**src/hdl/sea_pkg.sv**
```systemverilog
// shared types and constants for the storage element array
package sea_pkg;

  // element count default
  localparam int SEA_WIDTH_DEF = 4;

  // state shown by every element while reset is applied
  localparam logic SEA_Q_RST  = 1'b0;
  localparam logic SEA_QN_RST = 1'b1;

  // shared controls, sampled together from the pins
  typedef struct packed {
    logic set_n;
    logic async_zero_n;
    logic flop_clk;
    logic rise_edge_enable;
    logic fall_edge_enable;
    logic latch_gate;
  } sea_ctrl_t;

  localparam int SEA_CTRL_W = $bits(sea_ctrl_t);

  // idle controls: both asynchronous controls inactive, clock and gate low
  localparam sea_ctrl_t SEA_CTRL_IDLE = '{
    set_n:            1'b1,
    async_zero_n:     1'b1,
    flop_clk:         1'b0,
    rise_edge_enable: 1'b0,
    fall_edge_enable: 1'b0,
    latch_gate:       1'b0
  };

  // output pair forced by the asynchronous controls, else the normal pair
  function automatic logic [1:0] sea_pair(input logic set_n, input logic zero_n, input logic [1:0] norm);
    logic [1:0] res;
    res = norm;
    if (!set_n && !zero_n) begin
      res = 2'b11;
    end else if (!set_n) begin
      res = 2'b10;
    end else if (!zero_n) begin
      res = 2'b01;
    end
    return res;
  endfunction

endpackage

```
**src/hdl/sea_sync.sv**
```systemverilog
// two-flop synchroniser for a vector of pin inputs
`timescale 1ns/1ps
module sea_sync #(
  parameter int             W       = 1,
  parameter logic [W-1:0]   RST_VAL = '0
) (
  // clock and reset
  input  wire logic         clk_sys,
  input  wire logic         rst_n,
  // pins in, synchronised copy out
  input  wire logic [W-1:0] pin_in,
  output logic      [W-1:0] sync_out
);

  logic [W-1:0] meta;

  // meta feeds only the second stage
  always_ff @(posedge clk_sys or negedge rst_n) begin
    if (!rst_n) begin
      meta     <= RST_VAL;
      sync_out <= RST_VAL;
    end else begin
      meta     <= pin_in;
      sync_out <= meta;
    end
  end

endmodule

```
**src/hdl/sea_top.sv**
```systemverilog
// dual-edge flip-flop and gated latch arrays sampled on the system clock
// Functional notes
// - single set or clear forces outputs
// - set and clear together drive both high
// - D flop loads on enabled edge
// - JK hold, clear, set, toggle on edge
// - element count parameter, shared controls
// - SR latch and D latch variants
// - steady clock or no enable holds
// - D latch transparent on gate high
// - SR latch table, both high unstable
`timescale 1ns/1ps
module sea_top
  import sea_pkg::*;
#(
  parameter int N = SEA_WIDTH_DEF
) (
  // clock and reset
  input  wire logic         clk_sys,
  input  wire logic         resetn,
  // shared controls
  input  wire logic         async_one_n,
  input  wire logic         async_zero_n,
  input  wire logic         flop_clk,
  input  wire logic         rise_edge_enable,
  input  wire logic         fall_edge_enable,
  input  wire logic         latch_gate,
  // dual-edge D flops
  input  wire logic [N-1:0] dual_edge_d_flop_d,
  output logic      [N-1:0] dual_edge_d_flop_q,
  output logic      [N-1:0] dual_edge_d_flop_q_n,
  // dual-edge JK flops
  input  wire logic [N-1:0] dual_edge_toggle_flop_j,
  input  wire logic [N-1:0] dual_edge_toggle_flop_k,
  output logic      [N-1:0] dual_edge_toggle_flop_q,
  output logic      [N-1:0] dual_edge_toggle_flop_q_n,
  // set-reset latches
  input  wire logic [N-1:0] set_reset_latch_s,
  input  wire logic [N-1:0] set_reset_latch_r,
  output logic      [N-1:0] set_reset_latch_q,
  output logic      [N-1:0] set_reset_latch_q_n,
  // D latches
  input  wire logic [N-1:0] transparent_data_latch_d,
  output logic      [N-1:0] transparent_data_latch_q,
  output logic      [N-1:0] transparent_data_latch_q_n
);

  logic            rst_meta;
  logic            rst_n;
  sea_ctrl_t       ctrl_pin;
  sea_ctrl_t       ctrl;
  logic [6*N-1:0]  data_pin;
  logic [6*N-1:0]  data_s;
  logic [N-1:0]    dd_s;
  logic [N-1:0]    jj_s;
  logic [N-1:0]    kk_s;
  logic [N-1:0]    ss_s;
  logic [N-1:0]    rr_s;
  logic [N-1:0]    dl_s;
  logic            clk_prev;
  logic            rise;
  logic            fall;
  logic            edge_load;
  logic [N-1:0]    next_dq;
  logic [N-1:0]    next_dqn;
  logic [N-1:0]    next_jq;
  logic [N-1:0]    next_jqn;
  logic [N-1:0]    next_sq;
  logic [N-1:0]    next_sqn;
  logic [N-1:0]    next_lq;
  logic [N-1:0]    next_lqn;

  // reset release through two flops
  always_ff @(posedge clk_sys or negedge resetn) begin
    if (!resetn) begin
      rst_meta <= 1'b0;
      rst_n    <= 1'b0;
    end else begin
      rst_meta <= 1'b1;
      rst_n    <= rst_meta;
    end
  end

  assign ctrl_pin = '{
    set_n:            async_one_n,
    async_zero_n:     async_zero_n,
    flop_clk:         flop_clk,
    rise_edge_enable: rise_edge_enable,
    fall_edge_enable: fall_edge_enable,
    latch_gate:       latch_gate
  };

  // data and controls share one sync depth so a pin edge stays aligned with its data
  assign data_pin = {dual_edge_d_flop_d, dual_edge_toggle_flop_j, dual_edge_toggle_flop_k,
                     set_reset_latch_s, set_reset_latch_r, transparent_data_latch_d};

  sea_sync #(
    .W       (SEA_CTRL_W),
    .RST_VAL (SEA_CTRL_IDLE)
  ) u_ctrl_sync (
    .clk_sys  (clk_sys),
    .rst_n    (rst_n),
    .pin_in   (ctrl_pin),
    .sync_out (ctrl)
  );

  sea_sync #(
    .W       (6*N),
    .RST_VAL ('0)
  ) u_data_sync (
    .clk_sys  (clk_sys),
    .rst_n    (rst_n),
    .pin_in   (data_pin),
    .sync_out (data_s)
  );

  assign {dd_s, jj_s, kk_s, ss_s, rr_s, dl_s} = data_s;

  // previous clock level; reset matches the sync reset so no phantom edge appears
  always_ff @(posedge clk_sys or negedge rst_n) begin
    if (!rst_n) begin
      clk_prev <= SEA_CTRL_IDLE.flop_clk;
    end else begin
      clk_prev <= ctrl.flop_clk;
    end
  end

  assign rise      = ctrl.flop_clk & ~clk_prev;
  assign fall      = ~ctrl.flop_clk & clk_prev;
  // steady level or both enables low: no load
  assign edge_load = (rise & ctrl.rise_edge_enable) | (fall & ctrl.fall_edge_enable);

  // per-element next values; all arrays share the same controls
  always_comb begin
    next_dq  = dual_edge_d_flop_q;
    next_dqn = dual_edge_d_flop_q_n;
    next_jq  = dual_edge_toggle_flop_q;
    next_jqn = dual_edge_toggle_flop_q_n;
    next_sq  = set_reset_latch_q;
    next_sqn = set_reset_latch_q_n;
    next_lq  = transparent_data_latch_q;
    next_lqn = transparent_data_latch_q_n;
    for (int i = 0; i < N; i++) begin
      // D flop
      {next_dq[i], next_dqn[i]} = sea_pair(ctrl.set_n, ctrl.async_zero_n,
        edge_load ? {dd_s[i], ~dd_s[i]} : {dual_edge_d_flop_q[i], dual_edge_d_flop_q_n[i]});
      // JK flop
      if (edge_load) begin
        case ({jj_s[i], kk_s[i]})
          2'b01:   {next_jq[i], next_jqn[i]} = 2'b01;
          2'b10:   {next_jq[i], next_jqn[i]} = 2'b10;
          2'b11:   {next_jq[i], next_jqn[i]} = {~dual_edge_toggle_flop_q[i], dual_edge_toggle_flop_q[i]};
          default: {next_jq[i], next_jqn[i]} = {dual_edge_toggle_flop_q[i], dual_edge_toggle_flop_q_n[i]};
        endcase
      end
      {next_jq[i], next_jqn[i]} = sea_pair(ctrl.set_n, ctrl.async_zero_n, {next_jq[i], next_jqn[i]});
      // SR latch; both inputs high is the unstable both-high pair
      if (ctrl.latch_gate) begin
        case ({ss_s[i], rr_s[i]})
          2'b01:   {next_sq[i], next_sqn[i]} = 2'b01;
          2'b10:   {next_sq[i], next_sqn[i]} = 2'b10;
          2'b11:   {next_sq[i], next_sqn[i]} = 2'b11;
          default: {next_sq[i], next_sqn[i]} = {set_reset_latch_q[i], set_reset_latch_q_n[i]};
        endcase
      end
      {next_sq[i], next_sqn[i]} = sea_pair(ctrl.set_n, ctrl.async_zero_n, {next_sq[i], next_sqn[i]});
      // D latch
      {next_lq[i], next_lqn[i]} = sea_pair(ctrl.set_n, ctrl.async_zero_n,
        ctrl.latch_gate ? {dl_s[i], ~dl_s[i]}
                        : {transparent_data_latch_q[i], transparent_data_latch_q_n[i]});
    end
  end

  always_ff @(posedge clk_sys or negedge rst_n) begin
    if (!rst_n) begin
      dual_edge_d_flop_q   <= {N{SEA_Q_RST}};
      dual_edge_d_flop_q_n <= {N{SEA_QN_RST}};
    end else begin
      dual_edge_d_flop_q   <= next_dq;
      dual_edge_d_flop_q_n <= next_dqn;
    end
  end

  always_ff @(posedge clk_sys or negedge rst_n) begin
    if (!rst_n) begin
      dual_edge_toggle_flop_q   <= {N{SEA_Q_RST}};
      dual_edge_toggle_flop_q_n <= {N{SEA_QN_RST}};
    end else begin
      dual_edge_toggle_flop_q   <= next_jq;
      dual_edge_toggle_flop_q_n <= next_jqn;
    end
  end

  always_ff @(posedge clk_sys or negedge rst_n) begin
    if (!rst_n) begin
      set_reset_latch_q   <= {N{SEA_Q_RST}};
      set_reset_latch_q_n <= {N{SEA_QN_RST}};
    end else begin
      set_reset_latch_q   <= next_sq;
      set_reset_latch_q_n <= next_sqn;
    end
  end

  // a true latch would glitch-pass data; here the gate is sampled, trading latency for timing safety
  always_ff @(posedge clk_sys or negedge rst_n) begin
    if (!rst_n) begin
      transparent_data_latch_q   <= {N{SEA_Q_RST}};
      transparent_data_latch_q_n <= {N{SEA_QN_RST}};
    end else begin
      transparent_data_latch_q   <= next_lq;
      transparent_data_latch_q_n <= next_lqn;
    end
  end

  logic ctrl_ok;
  assign ctrl_ok = ctrl.set_n & ctrl.async_zero_n;
endmodule

```
**config.mk**
```make
export PLATFORM = sky130hd
export DESIGN_NAME = sea_top
export DESIGN_NICKNAME = d
export VERILOG_FILES = /design/src/hdl/sea_pkg.sv /design/src/hdl/sea_sync.sv /design/src/hdl/sea_top.sv
export SDC_FILE = /design/constraint.sdc
export NUM_CORES = 1
export LEC_CHECK = 0
export BUFFER_PORTS_ARGS = -buffer_cell sky130_fd_sc_hd__clkbuf_2
export CAP_MARGIN = 10
export CORE_MARGIN = 10
export CORE_UTILIZATION = 58
export DETAILED_ROUTE_END_ITERATION = 10
export GPL_TIMING_DRIVEN = 0
export PLACE_DENSITY = 0.91
export SLEW_MARGIN = 15
export SYNTH_ARGS = -nofsm -noshare
export SYNTH_HDL_FRONTEND = slang
export SYNTH_SLANG_ARGS = --single-unit
```
**constraint.sdc**
```tcl
create_clock -name clk_sys -period 4.7 [get_ports clk_sys]
set_input_delay 0.47 -clock clk_sys [delete_from_list [all_inputs] [get_ports clk_sys]]
set_output_delay 0.47 -clock clk_sys [all_outputs]
set_load 0.01 [all_outputs]
```
==> metrics.txt <==
RePlAce Congestion just under 0.8; vias in the first global route approximately 2100; Diodes inserted 0; DR vias between 2000 and 2500; Lkg Pwr roughly 0.0018 uW; leading area contributor after synthesis dfrtp_1; P per Cell Area about 390 nW/um2; Int Pwr 1143 uW; Final Cycle Share a little over a third; Peak VDD IR between 0.3 and 0.4 mV; final setup skew 0.009414 ns; first-pass GRT wire length roughly 10 mm; CTS sink count 95; WL per Instance approximately 16 um; clock share of power between 30% and 40%; Post-CTS Hold Buffers 1; DPL Wire Length between 4 and 5 mm; final hold violations 0; Seq/Total Area, Yosys between 70 and 80%; commonest non-fill, non-tap cell in the layout dfrtp_1; final WL about 6.2 mm; drc violations 0; kind of critical path flip-flop to flip-flop; I/O Pins 64; # rows 27; fillers ~380; synth top area cells dfrtp_1 (57%), dfstp_2 (16%), o21ai_0 (3.7%), mux2i_1 (2.4%), ha_1 (2.3%); Cells after Synth ~230; most frequent cells in the layout dfrtp_1 (74), clkbuf_2 (63), o21ai_0 (24); max-cap check violation count 0; hold endpoint u_ctrl_sync.meta[5]$_DFF_PN1_; layout cell share with drive strength beyond 1 ~37%; worst hold stages 1; H-Tree Depth 3; Die W 95.18 um; post-CTS sizing 0; Layout Nets 341; fin crit period 1.715 ns; endpoints failing setup 0; number of vias per cell between 5 and 6; Sum Neg Setup Slack 0 ns; number of setup buffers added after CTS 0; flop-to-flop setup slack 2.98 ns; Worst setup SP type flip-flop; Peak Freq around 600 MHz; Iter 0 DRT Violations about 120; Die Ht 95.18 um; crit-path max FO 10; Hold Path Class primary input to flip-flop; Final Max Slew Viols 0; Synthesis Warnings 0; area delta synth->final 19.08%; Max transition margin between 60 and 70%; Num CTS Buffers 9; synthesized flop and latch total 95; DIE AREA about 9100 um2; register share of total power about three fifths; largest net degree at the start of global routing just over 60; CTS tree done; Initial Utilization approximately three fifths; Tot GR Track Use ~15%; Synth top area share 57.25%; worst skew pair latency 0.36 ns; slew at the pin with the worst max-slew slack 0.5005 ns; Avg Inst Size Synth around 14 um2; syn_nets 265; # port buffers 63; critical path arrival approximately 2.0 ns; sw frac between 20% and 30%; RSZ-0062 raised after global routing no; DR pass1 iterations 4; crit path capture type flip-flop; FF-to-FF path depth 4; Synth Cell Area around 3300 um2; status finished, final reports clean; WP data required between 4 and 5 ns; Synth Flop Type dfrtp_1; worst hold start async_one_n; Psw 390.2 uW; initial antenna violation count 0; EDFF count, synth 0; Core Area between 5000 and 6000 um2; total congestion overflow 0; Synth cell types 30; Reg clk slew, reported paths approximately 0.090 ns; Combinational Power Share 9.1%; R2R Path Start u_ctrl_sync.sync_out[4]$_DFF_PN1_; Max Buffers Root-to-Sink 2; WHS around 0.18 ns; antenna viol nets, final 0; Async SR Flop Fraction between 90% and 100%; CTS root buffer clkbuf_8; FF-to-FF End dual_edge_d_flop_q_n[2]$_DFFE_PN1P_
-- per-stage QoR --
step | instance area, um2 | utilization, % | total power, uW | cells | setup slack [ns]
final | 3904 | 70.89 | 1533 | 380 | 2.985
after global routing | 3904 | 70.89 | 1608 | 380 | 2.860
after CTS | 3904 | 70.89 | 1549 | 380 | 2.978
after detailed placement | 3715 | 67.46 | 1070 | 363 | 3.017
after global placement | 3684 | 66.89 | 1056 | 362 | 1.174
after floorplan | 3278 | - | 999.3 | 227 | 1.893
-- layer usage --
| layer | routed length, um | share of wire (%) | GRT usage, % | vias up |
|---|---|---|---|---|
| met3 | 509 | 8.3 | 7.148 | 11 |
| met1 | 2493 | 41 | 16.42 | 1006 |
| met4 | 107 | 1.7 | 6.858 | 0 |
| met2 | 3040 | 49 | 23.07 | 54 |
| met5 | 0 | 0 | 0 | - |
| li1 | - | - | - | 933 |
-- power by group through the flow --
stage,registers (uW),logic (uW),clock network (uW)
6_report,912,139,482
2_1_floorplan,939,60.3,0
3_5_place_dp,928,142,0
5_1_grt,919,156,533
3_3_place_gp,931,125,0
4_1_cts,912,143,494
-- logic make-up (layout without fill, tap and decap cells) --
logic type | Yosys count | count (layout) | synth area share, %
flops | 95 | 95 | 73.28
compound gates | 49 | 49 | 9.542
simple gates | 37 | 37 | 6.642
buf+inv | 24 | 105 | 3.054
mux | 15 | 15 | 5.076
fa+ha+maj | 6 | 6 | 2.290
other cells | 1 | 1 | 0.1144
-- flip-flops by register name, indices dropped and copies added, names as in the netlist, 6 cells and up --
register              cells
u_ctrl_sync.meta          6
u_data_sync.sync_out     24
u_ctrl_sync.sync_out      6
u_data_sync.meta         24
-- synth_stat cells, drive strengths merged (3+ instances only) --
cell     n
and2     3
nand2   14
buf      3
mux2     7
mux2i    8
clkbuf   8
a31oi    4
dfstp   20
o21ai   24
nor4     4
nor2b    7
dfrtp   75
inv     13
ha       6
o31ai    6
nand4b   3
a21boi   8
a32oi    3
-- area by class of cell --
class / instances / area (um2) / share of cell area [%]
Sequential cell: 95 / 2406 / 61.63
Multi-Input combinational cell: 108 / 775.7 / 19.87
Timing Repair Buffer: 65 / 352.8 / 9.038
Clock buffer: 10 / 127.6 / 3.269
Tap cell: 72 / 90.09 / 2.308
Clock inverter: 6 / 51.30 / 1.314
Buffer: 11 / 51.30 / 1.314
Inverter: 13 / 48.80 / 1.250
-- critical path, stage by stage, from the launching register on --
cell and delay (ns):
dfstp_2 0.56, nand2_2 0.16, or3_4 0.46, buf_6 0.16, mux2_4 0.30
-- how the worst max path moves through the flow --
stage	from	endpoint	slack, ns	depth (start not counted)
final	u_ctrl_sync.sync_out[4]$_DFF_PN1_	dual_edge_d_flop_q_n[2]$_DFFE_PN1P_	2.98	4
after global routing	u_ctrl_sync.sync_out[3]$_DFF_PN0_	dual_edge_toggle_flop_q_n[1]$_DFFE_PN1P_	2.86	4
after CTS	u_ctrl_sync.sync_out[4]$_DFF_PN1_	dual_edge_d_flop_q_n[2]$_DFFE_PN1P_	2.98	4
after detailed placement	u_ctrl_sync.sync_out[4]$_DFF_PN1_	dual_edge_d_flop_q_n[2]$_DFFE_PN1P_	3.02	4
after global placement	rst_n$_DFF_PN0_	dual_edge_toggle_flop_q[0]$_DFFE_PN0P_	1.17	0
after floorplan	rst_n$_DFF_PN0_	clk_prev$_DFF_PN0_	1.89	0
Note: power is estimated with default switching activity, not from simulation.
